File: config.mk
export PLATFORM = sky130hd
export DESIGN_NAME = hb_host16_port
export DESIGN_NICKNAME = d
export VERILOG_FILES = /design/src/shared/hb_pkg.sv /design/src/verilog/hb_host16_port.sv /design/src/verilog/hb_sync.sv
export SDC_FILE = /design/constraint.sdc
export NUM_CORES = 1
export LEC_CHECK = 0
export BUFFER_PORTS_ARGS = -buffer_cell sky130_fd_sc_hd__buf_2
export CELL_PAD_IN_SITES_DETAIL_PLACEMENT = 0
export CELL_PAD_IN_SITES_GLOBAL_PLACEMENT = 1
export CORE_MARGIN = 3
export CORE_UTILIZATION = 44
export CTS_CLUSTER_SIZE = 40
export DETAILED_ROUTE_END_ITERATION = 7
export MAX_ROUTING_LAYER = met4
export PLACE_DENSITY = 0.84
export RECOVER_POWER = 50
export SLEW_MARGIN = 20
export SYNTH_ARGS = -nofsm -noshare
export SYNTH_HDL_FRONTEND = slang
export SYNTH_SLANG_ARGS = --single-unit
File: constraint.sdc
create_clock -name clock -period 6.3 [get_ports clock]
set_clock_uncertainty 0.05 [all_clocks]
set_input_delay 0.945 -clock clock [delete_from_list [all_inputs] [get_ports clock]]
set_output_delay 0.945 -clock clock [all_outputs]
set_load 0.01 [all_outputs]
File: src/shared/hb_pkg.sv
/*
 Constants, field layout, cycle states and the pin bundle of the 16-bit
 non-multiplexed host-bus port. Assumes a 25 MHz clock and an APB master.
*/
package hb_pkg;
   // Register byte offsets
   localparam logic [7:0] OFS_TOP    = 8'h00;
   localparam logic [7:0] OFS_CFG    = 8'h04;
   localparam logic [7:0] OFS_CFG2   = 8'h08;
   localparam logic [7:0] OFS_ADDR   = 8'h0c;
   localparam logic [7:0] OFS_WDATA  = 8'h10;
   localparam logic [7:0] OFS_CMD    = 8'h14;
   localparam logic [7:0] OFS_RDATA  = 8'h18;
   localparam logic [7:0] OFS_STATUS = 8'h1c;
   // Field positions
   localparam int unsigned TOP_MODE_LSB = 0;
   localparam int unsigned HB_MODE_LSB  = 0;
   localparam int unsigned HB_BYTE_LANE_SELECT_LSB  = 4;
   localparam int unsigned HB_WAIT_LSB  = 8;
   localparam int unsigned CS_CFG_LSB   = 0;
   localparam int unsigned CMD_WR_BIT   = 0;
   localparam int unsigned CMD_SEL_LSB  = 1;
   localparam int unsigned CMD_BE_LSB   = 4;
   localparam int unsigned ST_BUSY_BIT  = 0;
   localparam int unsigned ST_REF_BIT   = 1;
   localparam int unsigned ST_RDY_BIT   = 2;
   // Field values and reset values
   localparam logic [3:0] TOP_MODE_HB16  = 4'h3;
   localparam logic [1:0] HB_MODE_NONMUX = 2'h1;
   localparam logic [1:0] BYTE_LANE_SELECT_ON        = 2'h0;
   localparam logic [1:0] BYTE_LANE_SELECT_OFF       = 2'h1;
   localparam logic [2:0] CS_ALE         = 3'h0;
   localparam logic [2:0] CS_ONE         = 3'h1;
   localparam logic [2:0] CS_TWO         = 3'h2;
   localparam logic [2:0] CS_ALE_TWO     = 3'h3;
   localparam logic [2:0] CS_FOUR        = 3'h5;
   localparam logic [2:0] CS_THREE       = 3'h7;
   localparam logic [3:0] TOP_RST        = 4'h0;
   localparam logic [1:0] HB_MODE_RST    = 2'h0;
   localparam logic [1:0] BYTE_LANE_SELECT_RST       = 2'h0;
   localparam logic [1:0] WAIT_RST       = 2'h0;
   localparam logic [2:0] CS_RST         = 3'h0;
   // Pin geometry
   localparam int unsigned ADDR_W     = 22;
   localparam logic [4:0]  REACH_BASE = 5'h0c;
   localparam logic [4:0]  REACH_EXT  = 5'h16;
   localparam logic [4:0]  BYTE_LANE_SELECT_PINS  = 5'h02;
   // Timing in clock cycles; covers the input synchroniser lag
   localparam logic [3:0]  STROBE_MIN = 4'h5;

   typedef enum logic [1:0] {
      ST_IDLE,
      ST_SETUP,
      ST_STROBE,
      ST_HOLD
   } hb_state_t;

   typedef struct packed {
      logic [ADDR_W-1:0] addr;
      logic              ale;
      logic [3:0]        sel_n;
      logic [1:0]        byte_lane_select_n;
      logic              rd_n;
      logic              wr_n;
      logic              ext_en;
   } hb_pins_t;
endpackage

File: src/verilog/hb_host16_port.sv
/*
 16-bit non-multiplexed host-bus port with an APB register file.
 Assumes an APB master on clock and external parts that answer on pins.
*/
// Our own choices: register access over APB and the register addresses.
`timescale 1ns/10ps
`default_nettype none
module hb_host16_port (
   input  wire logic        clock,
   input  wire logic        rst_n,
   input  wire logic        ce,
   input  wire logic [7:0]  paddr,
   input  wire logic        psel,
   input  wire logic        penable,
   input  wire logic        pwrite,
   input  wire logic [31:0] pwdata,
   output logic      [31:0] prdata,
   output logic             pready,
   output logic             pslverr,
   output var hb_pkg::hb_pins_t bus_pins,
   output logic      [15:0] data_out,
   output logic             data_oe,
   input  wire logic [15:0] data_in,
   input  wire logic        ready_in
);
   // Configuration and request registers
   logic [3:0]  iface_top_config;
   logic [1:0]  hb_mode;
   logic [1:0]  byte_sel_cfg;
   logic [1:0]  wait_cfg;
   logic [2:0]  select_config_field;
   logic [21:0] addr_reg;
   logic [15:0] wdata_reg;
   logic [15:0] rdata_reg;
   logic        refused;
   // Latched cycle
   hb_pkg::hb_state_t state;
   hb_pkg::hb_state_t next_state;
   logic [3:0]  cnt;
   logic        cyc_write;
   logic        cyc_ale;
   logic        cyc_rdy;
   logic [1:0]  cyc_wait;
   logic [21:0] cyc_addr;
   logic [3:0]  cyc_sel_n;
   logic [1:0]  cyc_byte_lane_select_n;
   logic [15:0] cyc_wdata;
   logic        ready_s;
   logic [15:0] data_s;
   logic [31:0] rd_mux;

   hb_sync #(.WIDTH(1)) u_rdy_sync (
      .clock      (clock),
      .rst_n      (rst_n),
      .ce         (ce),
      .async_in   (ready_in),
      .stable_out (ready_s)
   );

   hb_sync #(.WIDTH(16)) u_data_sync (
      .clock      (clock),
      .rst_n      (rst_n),
      .ce         (ce),
      .async_in   (data_in),
      .stable_out (data_s)
   );

   // APB decode
   wire logic wr_acc   = psel & penable & pwrite;
   wire logic hit_top  = (paddr == hb_pkg::OFS_TOP);
   wire logic hit_cfg  = (paddr == hb_pkg::OFS_CFG);
   wire logic hit_cfg2 = (paddr == hb_pkg::OFS_CFG2);
   wire logic hit_addr = (paddr == hb_pkg::OFS_ADDR);
   wire logic hit_wd   = (paddr == hb_pkg::OFS_WDATA);
   wire logic hit_cmd  = (paddr == hb_pkg::OFS_CMD);
   wire logic hit_rd   = (paddr == hb_pkg::OFS_RDATA);
   wire logic hit_st   = (paddr == hb_pkg::OFS_STATUS);
   wire logic hit_any  = hit_top | hit_cfg | hit_cfg2 | hit_addr | hit_wd
                       | hit_cmd | hit_rd | hit_st;
   wire logic wr_stat  = wr_acc & hit_st;
   wire logic start_req = wr_acc & hit_cmd;

   // Mode decode
   wire logic mode_ok = (iface_top_config == hb_pkg::TOP_MODE_HB16)
                      && (hb_mode == hb_pkg::HB_MODE_NONMUX);
   wire logic byte_lane_select_on = (byte_sel_cfg == hb_pkg::BYTE_LANE_SELECT_ON);
   wire logic cs_ale  = (select_config_field == hb_pkg::CS_ALE);
   wire logic cs_one  = (select_config_field == hb_pkg::CS_ONE);
   wire logic cs_two  = (select_config_field == hb_pkg::CS_TWO);
   wire logic cs_at   = (select_config_field == hb_pkg::CS_ALE_TWO);
   wire logic cs_four = (select_config_field == hb_pkg::CS_FOUR);
   wire logic cs_thr  = (select_config_field == hb_pkg::CS_THREE);
   // Select options per field value
   wire logic       ale_cfg = cs_ale | cs_at;
   wire logic [2:0] sel_count = cs_four ? 3'h4 : cs_thr ? 3'h3 :
                                (cs_two | cs_at) ? 3'h2 :
                                cs_one ? 3'h1 : 3'h0;
   wire logic ext_cfg   = cs_four | cs_thr;
   wire logic cfg_valid = ale_cfg | (sel_count != 3'h0);
   // Ready is not wired out in the latch-only mode
   wire logic rdy_cfg   = ~cs_ale;
   // Address pins left after selects and byte selects take theirs
   wire logic [4:0] reach_cs = ext_cfg ? hb_pkg::REACH_EXT :
                               cs_at ? hb_pkg::REACH_BASE - 5'h02 :
                               cs_two ? hb_pkg::REACH_BASE - 5'h01 :
                               hb_pkg::REACH_BASE;
   wire logic [4:0] reach = byte_lane_select_on ? reach_cs - hb_pkg::BYTE_LANE_SELECT_PINS
                                    : reach_cs;

   // Command fields
   wire logic       cmd_write = pwdata[hb_pkg::CMD_WR_BIT];
   wire logic [1:0] cmd_sel   = pwdata[hb_pkg::CMD_SEL_LSB +: 2];
   wire logic [1:0] cmd_be    = pwdata[hb_pkg::CMD_BE_LSB +: 2];
   wire logic sel_ok = (sel_count == 3'h0) || ({1'b0, cmd_sel} < sel_count);
   wire logic start  = start_req & (state == hb_pkg::ST_IDLE) & mode_ok
                     & cfg_valid & sel_ok;
   wire logic refuse_ev = start_req & ~start;
   wire logic [1:0] next_byte_lane_select_n = byte_lane_select_on ? ~cmd_be : 2'b11;
   logic [21:0] next_addr;
   logic [3:0]  next_sel_n;

   genvar i;
   for (i = 0; i < hb_pkg::ADDR_W; i++) begin : g_addr
      assign next_addr[i] = addr_reg[i] & (reach > 5'(i));
   end
   for (i = 0; i < 4; i++) begin : g_sel
      // Only one select of those that exist goes low
      assign next_sel_n[i] = ~((sel_count != 3'h0) && (cmd_sel == 2'(i)));
   end

   // Cycle sequencing
   wire logic in_cycle    = (state != hb_pkg::ST_IDLE);
   wire logic strobe_done = (state == hb_pkg::ST_STROBE) && (cnt == 4'h0)
                          && (~cyc_rdy | ready_s);

   always_comb begin
      next_state = state;
      case (state)
         hb_pkg::ST_IDLE:   if (start) next_state = hb_pkg::ST_SETUP;
         hb_pkg::ST_SETUP:  next_state = hb_pkg::ST_STROBE;
         hb_pkg::ST_STROBE: if (strobe_done) next_state = hb_pkg::ST_HOLD;
         hb_pkg::ST_HOLD:   next_state = hb_pkg::ST_IDLE;
         default:           next_state = hb_pkg::ST_IDLE;
      endcase
   end

   always_ff @(posedge clock or negedge rst_n) begin
      if (!rst_n) begin
         state <= hb_pkg::ST_IDLE;
      end else if (ce) begin
         state <= next_state;
      end
   end

   always_ff @(posedge clock or negedge rst_n) begin
      if (!rst_n) begin
         cnt <= 4'h0;
      end else if (ce && state == hb_pkg::ST_SETUP) begin
         cnt <= hb_pkg::STROBE_MIN - 4'h1 + {2'b00, cyc_wait};
      end else if (ce && cnt != 4'h0) begin
         cnt <= cnt - 4'h1;
      end
   end

   // Snapshot at start so a config write cannot move pins other than ext_en mid-cycle
   always_ff @(posedge clock or negedge rst_n) begin
      if (!rst_n) begin
         cyc_write  <= 1'b0;
         cyc_ale    <= 1'b0;
         cyc_rdy    <= 1'b0;
         cyc_wait   <= 2'h0;
         cyc_addr   <= '0;
         cyc_sel_n  <= 4'hf;
         cyc_byte_lane_select_n <= 2'b11;
         cyc_wdata  <= 16'h0000;
      end else if (ce && start) begin
         cyc_write  <= cmd_write;
         cyc_ale    <= ale_cfg;
         cyc_rdy    <= rdy_cfg;
         cyc_wait   <= wait_cfg;
         cyc_addr   <= next_addr;
         cyc_sel_n  <= next_sel_n;
         cyc_byte_lane_select_n <= next_byte_lane_select_n;
         cyc_wdata  <= wdata_reg;
      end
   end

   always_ff @(posedge clock or negedge rst_n) begin
      if (!rst_n) begin
         rdata_reg <= 16'h0000;
      end else if (ce && strobe_done && !cyc_write) begin
         rdata_reg <= data_s;
      end
   end

   // Pins; the two strobes both decode from ST_STROBE and are split by cyc_write
   assign bus_pins = '{
      addr:   cyc_addr,
      ale:    (state == hb_pkg::ST_SETUP) & cyc_ale,
      sel_n:  in_cycle ? cyc_sel_n : 4'hf,
      byte_lane_select_n: in_cycle ? cyc_byte_lane_select_n : 2'b11,
      rd_n:   ~((state == hb_pkg::ST_STROBE) & ~cyc_write),
      wr_n:   ~((state == hb_pkg::ST_STROBE) & cyc_write),
      ext_en: ext_cfg
   };
   assign data_out = cyc_wdata;
   assign data_oe  = in_cycle & cyc_write;

   // Register writes
   always_ff @(posedge clock or negedge rst_n) begin
      if (!rst_n) begin
         iface_top_config <= hb_pkg::TOP_RST;
      end else if (ce && wr_acc && hit_top) begin
         iface_top_config <= pwdata[hb_pkg::TOP_MODE_LSB +: 4];
      end
   end

   always_ff @(posedge clock or negedge rst_n) begin
      if (!rst_n) begin
         hb_mode      <= hb_pkg::HB_MODE_RST;
         byte_sel_cfg <= hb_pkg::BYTE_LANE_SELECT_RST;
         wait_cfg     <= hb_pkg::WAIT_RST;
      end else if (ce && wr_acc && hit_cfg) begin
         hb_mode      <= pwdata[hb_pkg::HB_MODE_LSB +: 2];
         byte_sel_cfg <= pwdata[hb_pkg::HB_BYTE_LANE_SELECT_LSB +: 2];
         wait_cfg     <= pwdata[hb_pkg::HB_WAIT_LSB +: 2];
      end
   end

   always_ff @(posedge clock or negedge rst_n) begin
      if (!rst_n) begin
         select_config_field <= hb_pkg::CS_RST;
      end else if (ce && wr_acc && hit_cfg2) begin
         select_config_field <= pwdata[hb_pkg::CS_CFG_LSB +: 3];
      end
   end

   always_ff @(posedge clock or negedge rst_n) begin
      if (!rst_n) begin
         addr_reg  <= '0;
         wdata_reg <= 16'h0000;
      end else if (ce && wr_acc && hit_addr) begin
         addr_reg  <= pwdata[21:0];
      end else if (ce && wr_acc && hit_wd) begin
         wdata_reg <= pwdata[15:0];
      end
   end

   // Sticky refusal; a new refusal beats a clear in the same cycle
   always_ff @(posedge clock or negedge rst_n) begin
      if (!rst_n) begin
         refused <= 1'b0;
      end else if (ce && refuse_ev) begin
         refused <= 1'b1;
      end else if (ce && wr_stat && pwdata[hb_pkg::ST_REF_BIT]) begin
         refused <= 1'b0;
      end
   end

   // Read data is captured in the setup phase
   always_comb begin
      rd_mux = 32'h0000_0000;
      if (hit_top) begin
         rd_mux[hb_pkg::TOP_MODE_LSB +: 4] = iface_top_config;
      end else if (hit_cfg) begin
         rd_mux[hb_pkg::HB_MODE_LSB +: 2] = hb_mode;
         rd_mux[hb_pkg::HB_BYTE_LANE_SELECT_LSB +: 2] = byte_sel_cfg;
         rd_mux[hb_pkg::HB_WAIT_LSB +: 2] = wait_cfg;
      end else if (hit_cfg2) begin
         rd_mux[hb_pkg::CS_CFG_LSB +: 3] = select_config_field;
      end else if (hit_addr) begin
         rd_mux[21:0] = addr_reg;
      end else if (hit_wd) begin
         rd_mux[15:0] = wdata_reg;
      end else if (hit_rd) begin
         rd_mux[15:0] = rdata_reg;
      end else if (hit_st) begin
         rd_mux[hb_pkg::ST_BUSY_BIT] = in_cycle;
         rd_mux[hb_pkg::ST_REF_BIT]  = refused;
         rd_mux[hb_pkg::ST_RDY_BIT]  = ready_s;
      end
   end

   always_ff @(posedge clock or negedge rst_n) begin
      if (!rst_n) begin
         prdata <= 32'h0000_0000;
      end else if (ce && psel && !penable) begin
         prdata <= rd_mux;
      end
   end

   assign pready  = 1'b1;
   assign pslverr = psel & penable & ~hit_any;
endmodule // hb_host16_port
`default_nettype wire

File: src/verilog/hb_sync.sv
/*
 Three-stage input synchroniser with a per-bit agreement filter.
 Assumes inputs that are asynchronous to clock.
*/
`timescale 1ns/10ps
`default_nettype none
module hb_sync #(
   parameter int unsigned WIDTH = 1
) (
   input  wire logic             clock,
   input  wire logic             rst_n,
   input  wire logic             ce,
   input  wire logic [WIDTH-1:0] async_in,
   output logic      [WIDTH-1:0] stable_out
);
   logic [WIDTH-1:0] stage1;
   logic [WIDTH-1:0] stage2;
   logic [WIDTH-1:0] stage3;

   always_ff @(posedge clock or negedge rst_n) begin
      if (!rst_n) begin
         stage1 <= '0;
         stage2 <= '0;
         stage3 <= '0;
      end else if (ce) begin
         stage1 <= async_in;
         stage2 <= stage1;
         stage3 <= stage2;
      end
   end

   // Stage one feeds stage two only; a bit moves once two stages agree
   genvar i;
   for (i = 0; i < WIDTH; i++) begin : g_bit
      always_ff @(posedge clock or negedge rst_n) begin
         if (!rst_n) begin
            stable_out[i] <= 1'b0;
         end else if (ce && stage2[i] == stage3[i]) begin
            stable_out[i] <= stage2[i];
         end
      end
   end
endmodule // hb_sync
`default_nettype wire
==> impl_metrics.ini <==
[run_status]
status = finished with violations
failed_checks = capacitance limit, slew limit

[floorplanning]
num_rows = 52
die_h_um = 152
fp.dieArea_sq_um = 23100
start_util = 0.455
die_x_um = 152
num_io_pins = 146
coreArea_sq_um = 20600

[placed_design]
placed_area_sq_um = 10200
globalplace.congestion = 0.885
io_buffers = 124
dpl.hpwl_um = 14500
pre_cts_ws_ps = 2290

[critical_path]
crit_type = reg -> reg
worstPathMaxFanout = 35
cp.arrival_ps = 4200
critical_path_required_ps = 6650
critPathLaunchType = flop
crit_path_end_kind = flop

[final_layout]
seq_area_sq_um = 5340
nNetsFinal = 925
drive_above_1_share = 0.349
fillers = 1799
finish.instance_area_sq_um = 10900
antennaDiodeCount = 0
area_growth_pct = 15.7
multi_input_area_sq_um = 3690

[synth]
synth_cell_types = 68
yosysTopAreaCellShare = 0.552
syn_area_per_cell_sq_um = 12.6
ys_seq_area_frac = 0.568
yosysTopAreaCell = dfrtp_1
syn_area_sq_um = 9390
synth.most_common_cell = dfrtp_1
synthMuxAreaShare = 0.197
syn_inst = 744
netlist_top_cells_count = dfrtp_1, mux2_2, o21ai_0
synth-adder-area-share = 0.00799
ys.flop_type = dfrtp_1
async_reset_ff_frac = 1.00
yosys_register_bits = 213
synth_simple_gate_area_frac = 0.0739
synth_compound_area_frac = 0.109
synth_edf_count = 0
synth_area_leaders = dfrtp_1, mux2_2, o21ai_0
synth_top_family_by_area = multiplexers
yosys_warnings = 0
synth_xor_area_frac = 0.000933

[sta]
finalCritPeriodShare = 0.610
finalSetupViolCount = 0
hold_violations = 0
drv_slew = 57
rsz0062_at_grt = no
min_period_ps = 3850
setup_ws_ps = 2450
slew_headroom = -0.967
finalSetupTns_ps = 0
worstMarginPinSlew_ps = 2950
fmax_mhz = 260

[grt]
overflow = 0
grt_pass1_wl_um = 34100
antenna_found_initial = 0
globalRouteTotalUtil = 0.184
grt_pass1_vias = 6184
grt_max_degree = 96

[flow_run]
cap_violations = 1

[route]
postRouteAntennaNets = 0
highest_layer = met4
drtIter0Drc = 475
route.vias.total = 6212
drt-met1-wl_um = 10100
drc_errors = 0
dr_wl_met3_um = 1270
wire_per_inst_um = 18.6
drt-total-wl_um = 21200
dr.pass1.iters = 5
viasPerCell = 5.44
wl_met2_um = 9510

[cts]
cts_setup_buffers = 0
cts_buffer_depth = 3
ctsHoldBuffers = 0
cts_resized = 0
cts_root_buffer = clkbuf_16
clock_sinks = 213
cts_tree = yes
numCtsBuffers = 23
htreeDepth = 1
clk_pin_slew_ps = 60
clk_latency_ps = 520

[min_path]
hp-class = reg -> reg

[power_and_ir_drop]
leakagePower_uw = 0.00528
finalPower_uw = 3360
ir_drop_uv = 203
p_per_area_nw_per_um2 = 310
-- worst paths after layout --
kind | from | end | slack [ps] | depth (start not counted)
max in group asynchronous | rst_n | u_data_sync.stage3[2] | 2490 | 2
min in group asynchronous | rst_n | cyc_addr[0] | 460 | 1
setup / recovery | select_config_field[0] | cyc_addr[20] | 2450 | 8
hold reg to reg | cyc_ale | cyc_ale | 450 | 1
hold / removal | cyc_ale | cyc_ale | 450 | 1
setup reg to reg | select_config_field[0] | cyc_addr[20] | 2450 | 8
-- cells by family after synthesis --
| group | count (synthesis) |
|---|---|
| AOI/OAI and AO/OA | 158 |
| xor gates and xnor gates | 1 |
| adders and majority gates | 6 |
| buffers and inverters | 89 |
| DFF | 213 |
| muxes | 163 |
| other | 2 |
| and+or+nand+nor | 112 |
-- critical path: stages, from the launching register on --
cell and delay (ps):
dfrtp_1 760, nand2b_1 250, nand2_1 80, ha_1 270, or2_2 320, o211ai_1 170, nand4_1 830, buf_4 620
mux2_4 360
-- where the power goes --
| group | internal [uW] | switching [uW] | total (uW) |
|---|---|---|---|
| Clock | 750 | 542 | 1290 |
| Sequential | 1510 | 110 | 1620 |
| Combinational | 205 | 246 | 450 |
-- final cells by class --
type,instances,area share
sequential,213,0.491
clock inverter,6,0.00495
inverter,38,0.0131
timing repair buffer,129,0.0575
tap,270,0.0311
clock buffer,34,0.0623
multi-input combinational,451,0.340
-- metal layers --
metal,GRT usage,vias to the layer above
met5,-,-
met4,0.0390,0
met3,0.0387,19
met2,0.270,177
met1,0.267,3133
li1,-,2883
-- metrics by stage --
stage | cells | util | hold WS [ps]
after global placement | 1100 | 0.493 | 432
after detailed placement | 1100 | 0.493 | 436
after global routing | 1141 | 0.527 | 460
after floorplan | 753 | - | 421
after CTS | 1140 | 0.528 | 452
final | 1141 | 0.527 | 449
-- placed cells by master (no fill, tap or decap), types with 5 or more instances in the layout --
| cell | netlist | final |
|---|---|---|
| a22oi_1 | 9 | 9 |
| nor2b_1 | 8 | 8 |
| a21oi_1 | 22 | 22 |
| nor2_1 | 6 | 6 |
| nand3_1 | 7 | 7 |
| dfstp_2 | 6 | 6 |
| buf_2 | 6 | 89 |
| inv_1 | 38 | 38 |
| conb_1 | 2 | 11 |
| a22o_1 | 20 | 20 |
| o22ai_1 | 14 | 14 |
| ha_1 | 6 | 6 |
| or2_2 | 7 | 7 |
| nand2_1 | 33 | 32 |
| clkbuf_1 | 26 | 40 |
| o21ai_0 | 57 | 57 |
| mux2i_1 | 13 | 13 |
| mux2_2 | 142 | 142 |
| dfrtp_1 | 207 | 207 |
| and2_1 | 5 | 5 |
| and3_1 | 10 | 10 |
| mux2_4 | 8 | 8 |
| clkbuf_16 | 0 | 23 |
| clkbuf_8 | 0 | 7 |
(Power assumes the default switching activity.)
